**src/qrrs_pkg.sv**
```systemverilog
// Constants shared by the quad rail reset supervisor.
// Overview of operation
// A channel whose release conditions hold keeps its reset asserted for its delay, then releases.
// A channel whose release conditions fail asserts its reset at once.
// Channel one is asserted while manual reset is low or rail one is under threshold.
// Channel two is asserted while rail two is under threshold and released after delay above it.
// Channel three is asserted while rail three is under threshold and released after delay above it.
// Channel four releases only with the low sense above and the high sense below threshold.
// Channels one to three assert as soon as their rail drops under the falling threshold.
// Channel four asserts whenever its high sense reports over-voltage.
// Watchdog timeout occurs only with channel one released and no kick edge for the period.
// Both kick edges restart the count; the host must toggle within the period.
// A latched timeout holds regardless of further kick activity.
// The countdown starts when channel one releases and restarts in full on each kick edge.
// A latched timeout clears only when channel one's reset becomes asserted.
// Each channel picks its delay alone: long when its select pin is high, short when open.
// All inputs are synchronised before use and durations are counted in clock cycles; the delay select pins are used unsynchronised.
// After power-on reset all resets are asserted and the watchdog flag is inactive.
package qrrs_pkg;
	localparam int unsigned QRRS_CLK_HZ = 40000000;
	localparam int unsigned QRRS_LONG_DELAY_MS = 315;
	localparam int unsigned QRRS_SHORT_DELAY_MS = 21;
	localparam int unsigned QRRS_WDT_MS = 630;
	localparam int unsigned QRRS_CYC_PER_MS = QRRS_CLK_HZ / 1000;
	localparam int unsigned QRRS_LONG_CYC = QRRS_LONG_DELAY_MS * QRRS_CYC_PER_MS;
	localparam int unsigned QRRS_SHORT_CYC = QRRS_SHORT_DELAY_MS * QRRS_CYC_PER_MS;
	localparam int unsigned QRRS_WDT_CYC = QRRS_WDT_MS * QRRS_CYC_PER_MS;
	localparam int unsigned QRRS_CNT_W = 32;
	localparam int unsigned QRRS_NCHAN = 4;
	localparam logic [1:0] QRRS_SYNC_RST = 2'h0;

	// Counters here stop well short of their top value, so the increment is left to wrap.
	function automatic logic [QRRS_CNT_W-1:0] qrrs_count_up(
		input logic [QRRS_CNT_W-1:0] value
	);
		return value + QRRS_CNT_W'(1);
	endfunction
endpackage

```
**src/qrrs_chan.sv**
```systemverilog
// One supervisor channel: release delay counter and reset output.
`timescale 1ns/1ps
module qrrs_chan
	import qrrs_pkg::*;
#(
	parameter int unsigned LONG_CYC = QRRS_LONG_CYC,
	parameter int unsigned SHORT_CYC = QRRS_SHORT_CYC
) (
	input wire logic sys_clk,
	input wire logic sys_rst,
	input wire logic release_ok,
	input wire logic delay_select_pin,
	output logic chan_reset_out_n
);
	logic [QRRS_CNT_W-1:0] delay_cnt;
	logic [QRRS_CNT_W-1:0] target;

	// The select pin is sampled live; a change mid-delay takes effect at once.
	assign target = delay_select_pin ? QRRS_CNT_W'(LONG_CYC) : QRRS_CNT_W'(SHORT_CYC);

	always_ff @(posedge sys_clk) begin
		if (sys_rst) begin
			delay_cnt <= '0;
			chan_reset_out_n <= 1'b0;
		end else if (!release_ok) begin
			delay_cnt <= '0;
			chan_reset_out_n <= 1'b0;
		end else if (!chan_reset_out_n) begin
			if (qrrs_count_up(delay_cnt) >= target) begin
				chan_reset_out_n <= 1'b1;
			end else begin
				delay_cnt <= qrrs_count_up(delay_cnt);
			end
		end
	end
endmodule

```
**src/qrrs_top.sv**
```systemverilog
// Quad rail reset supervisor: input synchronisers, four channels and watchdog.
`timescale 1ns/1ps
module qrrs_top
	import qrrs_pkg::*;
#(
	parameter int unsigned LONG_CYC = QRRS_LONG_CYC,
	parameter int unsigned SHORT_CYC = QRRS_SHORT_CYC,
	parameter int unsigned WDT_CYC = QRRS_WDT_CYC
) (
	input wire logic sys_clk,
	input wire logic sys_rst,
	input wire logic rail_sense_one,
	input wire logic rail_sense_two,
	input wire logic rail_sense_three,
	input wire logic rail_sense_four_low,
	input wire logic rail_sense_four_high,
	input wire logic manual_reset_in_n,
	input wire logic watchdog_kick,
	input wire logic [QRRS_NCHAN-1:0] delay_select_pin,
	output logic chan1_reset_out_n,
	output logic chan2_reset_out_n,
	output logic chan3_reset_out_n,
	output logic chan4_reset_out_n,
	output logic watchdog_fault_n,
	output logic watchdog_fault
);
	// Watchdog states: channel one held in reset, counting towards a timeout, or latched fault.
	typedef enum logic [1:0] {
		WDT_HOLD,
		WDT_RUN,
		WDT_FAULT
	} qrrs_wdt_t;

	// Each sense, manual reset and kick input passes two flops and only the second is read, so a metastable first stage
	// never reaches the decision logic.
	logic rail_one_meta;
	logic rail_one_sync;
	logic rail_two_meta;
	logic rail_two_sync;
	logic rail_three_meta;
	logic rail_three_sync;
	logic rail_four_low_meta;
	logic rail_four_low_sync;
	logic rail_four_high_meta;
	logic rail_four_high_sync;
	logic manual_n_meta;
	logic manual_n_sync;
	logic kick_meta;
	logic kick_sync;
	logic kick_prev;
	logic kick_edge;
	logic [QRRS_NCHAN-1:0] release_ok;
	logic [QRRS_NCHAN-1:0] chan_n;
	logic [QRRS_CNT_W-1:0] wdt_limit;
	logic [QRRS_CNT_W-1:0] wdt_cnt;
	logic wdt_expired;
	qrrs_wdt_t wdt_state;
	qrrs_wdt_t next_wdt_state;

	always_ff @(posedge sys_clk) begin
		if (sys_rst) begin
			{rail_one_meta, rail_one_sync} <= QRRS_SYNC_RST;
		end else begin
			rail_one_meta <= rail_sense_one;
			rail_one_sync <= rail_one_meta;
		end
	end

	always_ff @(posedge sys_clk) begin
		if (sys_rst) begin
			{rail_two_meta, rail_two_sync} <= QRRS_SYNC_RST;
		end else begin
			rail_two_meta <= rail_sense_two;
			rail_two_sync <= rail_two_meta;
		end
	end

	always_ff @(posedge sys_clk) begin
		if (sys_rst) begin
			{rail_three_meta, rail_three_sync} <= QRRS_SYNC_RST;
		end else begin
			rail_three_meta <= rail_sense_three;
			rail_three_sync <= rail_three_meta;
		end
	end

	always_ff @(posedge sys_clk) begin
		if (sys_rst) begin
			{rail_four_low_meta, rail_four_low_sync} <= QRRS_SYNC_RST;
		end else begin
			rail_four_low_meta <= rail_sense_four_low;
			rail_four_low_sync <= rail_four_low_meta;
		end
	end

	always_ff @(posedge sys_clk) begin
		if (sys_rst) begin
			{rail_four_high_meta, rail_four_high_sync} <= QRRS_SYNC_RST;
		end else begin
			rail_four_high_meta <= rail_sense_four_high;
			rail_four_high_sync <= rail_four_high_meta;
		end
	end

	always_ff @(posedge sys_clk) begin
		if (sys_rst) begin
			{manual_n_meta, manual_n_sync} <= QRRS_SYNC_RST;
		end else begin
			manual_n_meta <= manual_reset_in_n;
			manual_n_sync <= manual_n_meta;
		end
	end

	always_ff @(posedge sys_clk) begin
		if (sys_rst) begin
			{kick_meta, kick_sync} <= QRRS_SYNC_RST;
		end else begin
			kick_meta <= watchdog_kick;
			kick_sync <= kick_meta;
		end
	end

	// A false edge right after reset is harmless: channel one is still asserted then.
	always_ff @(posedge sys_clk) begin
		if (sys_rst) begin
			kick_prev <= 1'b0;
		end else begin
			kick_prev <= kick_sync;
		end
	end

	// Either level change of the synchronised kick line counts as service.
	assign kick_edge = kick_sync ^ kick_prev;

	// Rails report high when above threshold; the high sense of channel four reports high on
	// over-voltage, so it enters inverted.
	assign release_ok[0] = manual_n_sync & rail_one_sync;
	assign release_ok[1] = rail_two_sync;
	assign release_ok[2] = rail_three_sync;
	assign release_ok[3] = rail_four_low_sync & ~rail_four_high_sync;

	genvar gi;
	generate
		for (gi = 0; gi < QRRS_NCHAN; gi++) begin : g_chan
			qrrs_chan #(
				.LONG_CYC(LONG_CYC),
				.SHORT_CYC(SHORT_CYC)
			) u_chan (
				.sys_clk(sys_clk),
				.sys_rst(sys_rst),
				.release_ok(release_ok[gi]),
				.delay_select_pin(delay_select_pin[gi]),
				.chan_reset_out_n(chan_n[gi])
			);
		end
	endgenerate

	assign chan1_reset_out_n = chan_n[0];
	assign chan2_reset_out_n = chan_n[1];
	assign chan3_reset_out_n = chan_n[2];
	assign chan4_reset_out_n = chan_n[3];

	// The limit is cast once so that every compare below works at counter width.
	assign wdt_limit = QRRS_CNT_W'(WDT_CYC);
	assign wdt_expired = !kick_edge && qrrs_count_up(wdt_cnt) >= wdt_limit;

	// The counter saturates at the limit so that a silent kick line cannot wrap it to zero.
	always_ff @(posedge sys_clk) begin
		if (sys_rst || !chan_n[0] || kick_edge) begin
			wdt_cnt <= '0;
		end else if (wdt_state != WDT_FAULT && wdt_cnt < wdt_limit) begin
			wdt_cnt <= qrrs_count_up(wdt_cnt);
		end
	end

	always_comb begin
		next_wdt_state = wdt_state;
		unique case (wdt_state)
			WDT_HOLD: begin
				if (chan_n[0]) begin
					next_wdt_state = WDT_RUN;
				end
			end
			WDT_RUN: begin
				if (!chan_n[0]) begin
					next_wdt_state = WDT_HOLD;
				end else if (wdt_expired) begin
					next_wdt_state = WDT_FAULT;
				end
			end
			WDT_FAULT: begin
				if (!chan_n[0]) begin
					next_wdt_state = WDT_HOLD;
				end
			end
			default: begin
				// The unused code falls back to the safe state with the fault flags clear.
				next_wdt_state = WDT_HOLD;
			end
		endcase
	end

	always_ff @(posedge sys_clk) begin
		if (sys_rst) begin
			wdt_state <= WDT_HOLD;
		end else begin
			wdt_state <= next_wdt_state;
		end
	end

	// Both polarities come from their own flops, so neither output carries a gate delay.
	always_ff @(posedge sys_clk) begin
		if (sys_rst) begin
			watchdog_fault <= 1'b0;
			watchdog_fault_n <= 1'b1;
		end else begin
			watchdog_fault <= (next_wdt_state == WDT_FAULT);
			watchdog_fault_n <= (next_wdt_state != WDT_FAULT);
		end
	end
endmodule

```
**config.mk**
```make
export PLATFORM = sky130hd
export DESIGN_NAME = qrrs_top
export DESIGN_NICKNAME = d
export VERILOG_FILES = /design/src/qrrs_pkg.sv /design/src/qrrs_chan.sv /design/src/qrrs_top.sv
export SDC_FILE = /design/constraint.sdc
export NUM_CORES = 1
export LEC_CHECK = 0
export BUFFER_PORTS_ARGS = -buffer_cell sky130_fd_sc_hd__buf_2
export CELL_PAD_IN_SITES_DETAIL_PLACEMENT = 1
export CELL_PAD_IN_SITES_GLOBAL_PLACEMENT = 1
export CORE_MARGIN = 3
export CORE_UTILIZATION = 54
export CTS_BUF_LIST = sky130_fd_sc_hd__clkbuf_8
export CTS_CLUSTER_SIZE = 24
export DETAILED_ROUTE_END_ITERATION = 8
export MAX_ROUTING_LAYER = met4
export PLACE_DENSITY_LB_ADDON = 0.1
export SLEW_MARGIN = 20
export SYNTH_ARGS = -nofsm -noshare
export SYNTH_HDL_FRONTEND = slang
export SYNTH_SLANG_ARGS = --single-unit
```
**constraint.sdc**
```tcl
create_clock -name sys_clk -period 6.1 [get_ports sys_clk]
set_clock_uncertainty 0.2 [all_clocks]
set_input_delay 1.22 -clock sys_clk [delete_from_list [all_inputs] [get_ports sys_clk]]
set_output_delay 1.22 -clock sys_clk [all_outputs]
set_load 0.1 [all_outputs]
```
==> results of run 1 <==
-- synth_stat cells (37+ instances only) --
| master | number | area (sq um) |
|---|---|---|
| a21oi_1 | 81 | 405 |
| clkbuf_1 | 41 | 154 |
| dfxtp_1 | 183 | 3660 |
| ha_1 | 45 | 563 |
| nand2_1 | 94 | 353 |
| nand3_1 | 72 | 360 |
| nand4_1 | 59 | 369 |
| nor2_1 | 107 | 402 |
| nor4_1 | 37 | 231 |
| o21ai_0 | 54 | 270 |
| or3_1 | 55 | 344 |
| xnor2_1 | 77 | 674 |
-- cells by family after synthesis --
family / synth area share
and+or+nand+nor: 0.310
AOI/OAI and AO/OA: 0.159
DFF: 0.340
xor gates and xnor gates: 0.0910
buffers and inverters: 0.0376
adders and majority gates: 0.0522
muxes: 0.0102
-- sequential cells by signal, summed over array words and instances, names as in the netlist, 2 cells and up --
name                            flops
g_chan.u_chan.chan_reset_out_n      4
g_chan.u_chan.delay_cnt           128
wdt_cnt                            32
wdt_state                           2
-- worst max-delay path, stage by stage, from the launching register on --
cell	delay, ns
dfxtp_1	0.44
nand4_1	0.28
nor4_2	0.85
nand2_1	0.30
xnor2_1	0.21
ha_1	0.30
nand4_1	0.11
or2_2	0.14
nor2_1	0.04
a311oi_1	0.46
nand3_1	0.48
buf_4	0.38
or4b_1	0.47
a21oi_1	0.14
-- stage by stage --
step	worst slack, ns	hold WS [ns]	cell area [sq um]	cells
after floorplan	1.90	0.213	10800	1313
after global placement	1.29	0.220	11000	1540
after detailed placement	1.18	0.229	11000	1540
after CTS	1.15	0.253	11400	1572
after global routing	0.692	0.262	11400	1572
final	1.20	0.251	11400	1572
-- how the worst max path moves through the flow --
stage                                        from                              to  slack (ns)  depth (start not counted)
CTS                 g_chan[3].u_chan.delay_cnt[2]   g_chan[3].u_chan.delay_cnt[3]        1.15                         13
floorplan           g_chan[0].u_chan.delay_cnt[7]  g_chan[0].u_chan.delay_cnt[21]        1.90                         16
global route        g_chan[3].u_chan.delay_cnt[2]   g_chan[3].u_chan.delay_cnt[3]        0.69                         13
detailed placement  g_chan[3].u_chan.delay_cnt[2]   g_chan[3].u_chan.delay_cnt[3]        1.18                         13
finish              g_chan[3].u_chan.delay_cnt[2]   g_chan[3].u_chan.delay_cnt[3]        1.20                         13
global placement    g_chan[3].u_chan.delay_cnt[2]   g_chan[3].u_chan.delay_cnt[3]        1.29                         13
-- layout make-up --
| cell class | instances | area, sq um | area share |
|---|---|---|---|
| clock buffer | 17 | 234 | 0.0205 |
| clock inverter | 15 | 185 | 0.0162 |
| inverter | 34 | 128 | 0.0112 |
| multi-input combinational | 1032 | 6720 | 0.589 |
| sequential | 183 | 3660 | 0.321 |
| tap | 265 | 332 | 0.0291 |
| timing repair buffer | 26 | 150 | 0.0132 |
-- layer usage --
metal,track usage,share of wire,vias to the layer above,wire length (microns)
li1,-,-,4800,-
met1,0.325,0.45,4772,12500
met2,0.467,0.50,136,13900
met3,0.0475,0.028,48,787
met4,0.0815,0.020,0,556
met5,-,0,-,0
-- where the power goes --
group	switching, mW	internal, mW	total, mW
clock network	0.498	0.382	0.881
registers	0.00241	1.20	1.20
logic	0.0237	0.0135	0.0371
total	0.524	1.59	2.12
==> impl_metrics.tcl, run 1 <==
set metrics [dict create \
    outcome "completed" \
    first_pass_iters 5 \
    routed_wl_mm 27.8 \
    hold_path_end "rail_three_sync" \
    critPathMaxFanout 24 \
    numCtsBuffers 17 \
    die_w_microns 147 \
    r2r-start "g_chan[3].u_chan.delay_cnt[2]" \
    rrSetupSlack_ns 1.20 \
    coreArea_sq_mm 0.0195 \
    powerDensity_mw_per_mm2 186 \
    diodes 0 \
    fp.dieH_microns 147 \
    yosysWarnings 0 \
    critPathLaunchType "register" \
    syn_inst 1313 \
    required_ns 6.29 \
    syn-cell-area_sq_mm 0.0108 \
    wl_per_cell_microns 17.7 \
    cts_setup_buffers 0 \
    dp_hpwl_mm 19.9 \
    post-route-util 0.584 \
    avgSynthCellArea_sq_um 8.21 \
    layout_commonest_cell "dfxtp_1" \
    grt_pass1_wl_mm 48.2 \
    cts.path.max_buffers 2 \
    cts.clk_slew.worst_paths_ns 0.10 \
    vias 9756 \
    start_util 0.552 \
    min_path_type "reg2reg" \
    die_area_sq_mm 0.0217 \
    rows 51 \
    yosysSeqAreaShare 0.340 \
    gp_congestion 0.875 \
    cap_violations 0 \
    io_pins 19 \
    r2r_cells 13 \
    drt_iter0_markers 377 \
    timing.rr.end "g_chan[3].u_chan.delay_cnt[3]" \
    rsz0062_at_grt "no" \
    io_buffer_count 18 \
    power.leakage_nw 3.89 \
    finalSetupViolCount 0 \
    ir_worst_vdd_v 0.000141 \
    total_power_mw 2.12 \
    setup_tns_ns 0 \
    cp-end-kind "register" \
    cp.arrival_ns 5.10 \
    clock.fmax_mhz 204 \
    post_cts_resized 0 \
    syn_nets 1371 \
    layout_common_cells "dfxtp_1, nor2_1, nand2_1" \
    synth_cell_type_count 81 \
    drtAntennaViolNets 0 \
    viasPerCell 6.21 \
    maxSlewViolCount 0 \
    hold_viol_final 0 \
    cts_max_level 4 \
    period_share 0.804 \
    path_class "reg2reg" \
    grt_max_degree 39 \
    clk-insertion-delay-late_ns 0.48 \
    antenna_found_initial 0 \
    worst_pin_slew_ns 1.05 \
    async_reset_ff_frac 0 \
    grt_overflow 0 \
    drive_gt1_frac 0.0704 \
    cts_tree "done" \
    nets 1352 \
    clock_sinks 183 \
    grt_usage 0.271 \
    fillerInstances 2435 \
    root_buffer "clkbuf_8" \
    holdPathStages 1 \
    relSlewSlack 0.298 \
    finalCriticalPeriod_ns 4.90 \
    synth-edff-count 0 \
    grt_pass1_vias 9987 \
    hold_buffers 0 \
    ys.flop_type "dfxtp_1" \
    syn2layout_area_growth_pct 5.83 \
    min-delay-start "rail_three_meta" \
    route.detailed.drc 0 \
    synth-seq-cells 183 \
]
Note: power is estimated with default switching activity, not from simulation.
==> inputs of run 2 (changes only) <==
--- a/config.mk
+++ b/config.mk
@@ -9,7 +9,7 @@
 export CELL_PAD_IN_SITES_DETAIL_PLACEMENT = 1
 export CELL_PAD_IN_SITES_GLOBAL_PLACEMENT = 1
 export CORE_MARGIN = 3
-export CORE_UTILIZATION = 54
+export CORE_UTILIZATION = 50
 export CTS_BUF_LIST = sky130_fd_sc_hd__clkbuf_8
 export CTS_CLUSTER_SIZE = 24
 export DETAILED_ROUTE_END_ITERATION = 8
==> constraint.sdc (replaced) <==
create_clock -name sys_clk -period 4.8 [get_ports sys_clk]
set_clock_uncertainty 0.2 [all_clocks]
set_input_delay 0.96 -clock sys_clk [delete_from_list [all_inputs] [get_ports sys_clk]]
set_output_delay 0.96 -clock sys_clk [all_outputs]
set_load 0.1 [all_outputs]
==> impl_metrics.tcl, run 2 (synthesis results as in run 1) <==
set metrics [dict create \
    viasPerCell 6.12 \
    required_ns 4.94 \
    numCtsBuffers 17 \
    critPathMostFrequentCell "a21o_1" \
    outcome "completed" \
    grt_pass1_wl_mm 47.7 \
    maxSlewViolCount 0 \
    fp.dieH_microns 153 \
    cts.clk_slew.worst_paths_ns 0.11 \
    cts_max_level 4 \
    drive_gt1_frac 0.0875 \
    cts_tree "done" \
    hold_viol_final 0 \
    p_switching_mw 0.648 \
    clock.fmax_mhz 219 \
    diodes 0 \
    internal_power_mw 1.96 \
    path_class "reg2reg" \
    ir_worst_vdd_v 0.000170 \
    power.leakage_nw 3.96 \
    layout_commonest_cell "dfxtp_1" \
    antenna_found_initial 0 \
    coreArea_sq_mm 0.0211 \
    wl_met3_microns 591 \
    cap_violations 0 \
    drtAntennaViolNets 0 \
    cp-end-kind "register" \
    wl_per_cell_microns 17.5 \
    worst_pin_slew_ns 1.09 \
    drt_iter0_markers 443 \
    vias 9801 \
    top_register "g_chan.u_chan.delay_cnt" \
    grt_usage 0.244 \
    cts.path.max_buffers 2 \
    io_buffer_count 18 \
    nets 1372 \
    finalCriticalPeriod_ns 4.57 \
    syn2layout_area_growth_pct 7.08 \
    layoutNonFillerInstCount 1601 \
    clock_sinks 183 \
    routed_wl_mm 28.0 \
    rows 53 \
    finalSetupViolCount 0 \
    relSlewSlack 0.265 \
    largestRegisters "g_chan.u_chan.delay_cnt x128, wdt_cnt x32, g_chan.u_chan.chan_reset_out_n x4" \
    min-delay-start "rail_four_low_meta" \
    min_path_type "reg2reg" \
    p_seq_frac 0.584 \
    start_util 0.511 \
    clk-insertion-delay-late_ns 0.47 \
    die_w_microns 153 \
    gp_congestion 0.861 \
    grt_overflow 0 \
    period_share 0.952 \
    largest_reg_flops 128 \
    r2r-start "g_chan[0].u_chan.delay_cnt[0]" \
    startpoint "g_chan[0].u_chan.delay_cnt[0]" \
    hold_buffers 0 \
    setup_tns_ns 0 \
    grt_max_degree 34 \
    grt_pass1_vias 9891 \
    rsz0062_at_grt "no" \
    root_buffer "clkbuf_8" \
    cp.arrival_ns 4.71 \
    total_power_mw 2.61 \
    dr.max_layer_used "met4" \
    die_area_sq_mm 0.0234 \
    critPathMaxFanout 16 \
    combPwrFrac 0.018 \
    dp_hpwl_mm 20.2 \
    dp_cells 1566 \
    fillerInstances 2572 \
    crit_path_max_incr_delay_ns 0.70 \
    first_pass_iters 6 \
    route.met2.wl_mm 14.1 \
    clockPowerShare 0.398 \
    critPathSlowestCell "or3_2" \
    critPathLaunchType "register" \
    cp_cell_sequence "ha_2 -> nand2_1 -> or4_4 -> nor2_1 -> nand3_1 -> xnor2_1 -> ha_1 -> a21o_1 -> a21o_1 -> a211o_1 -> a211oi_2 -> nand4_4 -> or3_2 -> o31ai_1 -> a21oi_1" \
    route.detailed.drc 0 \
    layout_common_cells "dfxtp_1, nor2_1, nand2_1" \
    io_pins 19 \
    wl_met1_mm 13.0 \
    powerDensity_mw_per_mm2 226 \
    switching_share 0.248 \
]
==> run 2: cell count changes in the layout (fill, tap and decap cells not counted), sizes merged <==
cell and change:
buf +18, clkinvlp +2, or3 +2, bufinv -1, clkinv -2
==> run 2: area by class of cell <==
cell class                      instances  area (sq um)  area share
Clock buffer                           17           234      0.0203
Clock inverter                         14           143      0.0124
Inverter                               34           128      0.0111
Multi-Input combinational cell       1034          6740       0.584
Sequential cell                       183          3670       0.318
Tap cell                              275           344      0.0298
Timing Repair Buffer                   44           285      0.0247
==> run 2: path summary, 6_finish.rpt <==
check | end | slack, ns | cells after the start
max | g_chan[0].u_chan.delay_cnt[9] | 0.23 | 15
min | rail_four_low_sync | 0.25 | 1
max reg2reg | g_chan[0].u_chan.delay_cnt[9] | 0.23 | 15
min reg2reg | rail_four_low_sync | 0.25 | 1
==> run 2: routing by layer <==
| metal | vias up | GRT usage |
|---|---|---|
| li1 | 4829 | - |
| met1 | 4833 | 0.308 |
| met2 | 108 | 0.419 |
| met3 | 31 | 0.0289 |
| met4 | 0 | 0.0615 |
| met5 | - | - |
==> run 2: critical path: cells and delay by family, from the launching register on <==
family	cells	cell delay (ns)
AOI/OAI and AO/OA	6	1.19
adders and majority gates	2	0.42
xor gates and xnor gates	1	0.16
and+or+nand+nor	6	2.03
DFF	1	0.42
==> run 2: power by group through the flow <==
stage	sequential (mW)	clock [mW]	combinational (mW)
final	1.53	1.04	0.0476
after global routing	1.53	1.14	0.0543
after CTS	1.53	1.07	0.0482
after detailed placement	1.56	0	0.0480
after global placement	1.56	0	0.0453
after floorplan	1.56	0	0.0293
==> run 2: stage by stage <==
stage,utilization,hold WS (ns),setup slack [ns],instance area (sq um)
finish,0.547,0.246,0.228,11500
global route,0.547,0.267,0.00716,11500
CTS,0.545,0.257,0.0256,11500
detailed placement,0.527,0.229,0.0744,11100
global placement,0.527,0.219,0.292,11100
floorplan,-,0.213,0.597,10800
==> run 2: timing repair <==
| action | CTS | global route |
|---|---|---|
| gates resized for setup | 0 | 5 |
| setup endpoints to repair | 0 | 14 |
| hold endpoints to repair | 0 | 0 |
| setup buffers | 0 | 2 |
==> inputs of run 3 (changes only) <==
--- a/config.mk
+++ b/config.mk
@@ -9,11 +9,10 @@
 export CELL_PAD_IN_SITES_DETAIL_PLACEMENT = 1
 export CELL_PAD_IN_SITES_GLOBAL_PLACEMENT = 1
 export CORE_MARGIN = 3
-export CORE_UTILIZATION = 50
+export CORE_UTILIZATION = 30
 export CTS_BUF_LIST = sky130_fd_sc_hd__clkbuf_8
 export CTS_CLUSTER_SIZE = 24
 export DETAILED_ROUTE_END_ITERATION = 8
-export MAX_ROUTING_LAYER = met4
 export PLACE_DENSITY_LB_ADDON = 0.1
 export SLEW_MARGIN = 20
 export SYNTH_ARGS = -nofsm -noshare
==> impl_metrics.tcl, run 3 (synthesis results as in run 1) <==
set metrics [dict create \
    die_w_microns 196 \
    route.met2.wl_mm 14.1 \
    worst_hold_slack_ns 0.247 \
    drive_gt1_frac 0.0920 \
    wl_per_cell_microns 16.3 \
    grt_overflow 0 \
    dp_cells 1761 \
    rows 68 \
    viasPerCell 5.31 \
    dr.max_layer_used "met4" \
    diodes 0 \
    min-delay-start "rail_two_meta" \
    finalSetupViolCount 0 \
    drt_iter0_markers 354 \
    grt_pass1_vias 9613 \
    cp-end-kind "register" \
    min_path_type "reg2reg" \
    wl_met1_mm 14.4 \
    numCtsBuffers 17 \
    drtAntennaViolNets 0 \
    hold_buffers 0 \
    io_pins 19 \
    largestRegisters "g_chan.u_chan.delay_cnt x128, wdt_cnt x32, g_chan.u_chan.chan_reset_out_n x4" \
    grt_usage 0.154 \
    cap_violations 0 \
    critPathMaxFanout 33 \
    grt_pass1_wl_mm 49.3 \
    rsz0062_at_grt "no" \
    fillerInstances 4162 \
    coreArea_sq_mm 0.0350 \
    clock.fmax_mhz 224 \
    maxSlewViolCount 0 \
    first_pass_iters 4 \
    path_class "reg2reg" \
    die_area_sq_mm 0.0382 \
    r2r-start "g_chan[0].u_chan.delay_cnt[0]" \
    vias 9523 \
    nets 1383 \
    clock_sinks 183 \
    antenna_found_initial 1 \
    worst_pin_slew_ns 0.959 \
    gp_congestion 0.804 \
    holdPathStages 1 \
    route.detailed.drc 0 \
    layoutNonFillerInstCount 1792 \
    cts.clk_slew.worst_paths_ns 0.10 \
    root_buffer "clkbuf_8" \
    finalCriticalPeriod_ns 4.47 \
    top_register "g_chan.u_chan.delay_cnt" \
    hold_path_end "rail_two_sync" \
    hold_viol_final 0 \
    critPathLaunchType "register" \
    layout_common_cells "dfxtp_1, nor2_1, nand2_1" \
    setup_tns_ns 0 \
    relSlewSlack 0.359 \
    routed_wl_mm 29.2 \
    layout_commonest_cell "dfxtp_1" \
    syn2layout_area_growth_pct 10.2 \
    ir_worst_vdd_v 0.000172 \
    rrSetupSlack_ns 0.33 \
    dp_hpwl_mm 21.4 \
    largest_reg_flops 128 \
    grt_max_degree 34 \
    powerDensity_mw_per_mm2 227 \
    cp.arrival_ns 4.68 \
    period_share 0.931 \
    outcome "completed" \
    cts_max_level 4 \
    cts.path.max_buffers 2 \
    power.leakage_nw 4.05 \
    fp.dieH_microns 196 \
    io_buffer_count 18 \
    start_util 0.308 \
    required_ns 5.01 \
    wl_met3_microns 482 \
    timing.rr.end "g_chan[0].u_chan.delay_cnt[21]" \
    r2r_cells 15 \
    cts_tree "done" \
    clk-insertion-delay-late_ns 0.48 \
]
## run 3: cell types whose count changed in the layout (fill, tap and decap cells not counted), sizes merged
cell | previous run | this run
clkinvlp | 5 | 0
buf | 44 | 57
bufinv | 1 | 3
clkinv | 0 | 6
inv | 42 | 39
or3 | 58 | 56
## run 3: final cells by class
type	instances	area [sq um]	area share
inverter	34	128	0.0107
clock inverter	14	174	0.0146
tap	455	569	0.0479
sequential	183	3660	0.308
timing repair buffer	57	395	0.0333
multi-input combinational	1032	6720	0.565
clock buffer	17	234	0.0197
## run 3: metal layers
metal,vias up,GRT usage
met1,4628,0.201
met4,0,0.0306
met5,-,0
li1,4841,-
met2,40,0.270
met3,14,0.0254
## run 3: worst max-delay path by stage
| stage | start | to | slack [ns] | depth (start not counted) |
|---|---|---|---|---|
| after floorplan | g_chan[0].u_chan.delay_cnt[7] | g_chan[0].u_chan.delay_cnt[21] | 0.60 | 16 |
| final | g_chan[0].u_chan.delay_cnt[0] | g_chan[0].u_chan.delay_cnt[21] | 0.33 | 15 |
| after global routing | g_chan[1].u_chan.delay_cnt[0] | g_chan[1].u_chan.delay_cnt[22] | 0.09 | 13 |
| after CTS | g_chan[0].u_chan.delay_cnt[0] | g_chan[0].u_chan.delay_cnt[21] | 0.21 | 15 |
| after global placement | g_chan[0].u_chan.delay_cnt[0] | g_chan[0].u_chan.delay_cnt[11] | 0.33 | 15 |
| after detailed placement | g_chan[0].u_chan.delay_cnt[0] | g_chan[0].u_chan.delay_cnt[11] | 0.26 | 15 |
## run 3: per-stage QoR
step           instance area (sq um)  setup slack [ns]   util  power [mW]
2_1_floorplan                  10800             0.597      -        1.59
3_3_place_gp                   11500             0.330  0.328        1.61
3_5_place_dp                   11500             0.257  0.328        1.61
4_1_cts                        11900             0.208  0.340        2.78
5_1_grt                        11900            0.0867  0.340        2.84
6_report                       11900             0.334  0.340        2.70
## run 3: worst max-delay path, stage by stage (launching register included)
cell,delay [ns]
dfxtp_1,0.44
ha_1,0.26
nand2_1,0.16
or4_4,0.60
nor2_1,0.19
nand3_1,0.15
xnor2_1,0.16
ha_1,0.18
a21o_1,0.15
a21o_1,0.17
a211o_1,0.30
a211oi_2,0.22
nand4_4,0.12
or3_4,0.50
or4_1,0.44
a21oi_1,0.15
## run 3: what timing repair did
action / CTS / global route
setup buffers: 0 / 0
gates resized for setup: 0 / 1
setup endpoints to repair: 0 / 2
## run 3: power breakdown
group / switching [mW] / internal (mW) / leakage (nW)
combinational: 0.0323 / 0.0176 / 2.36
sequential: 0.00269 / 1.52 / 1.48
clock: 0.605 / 0.518 / 0.212
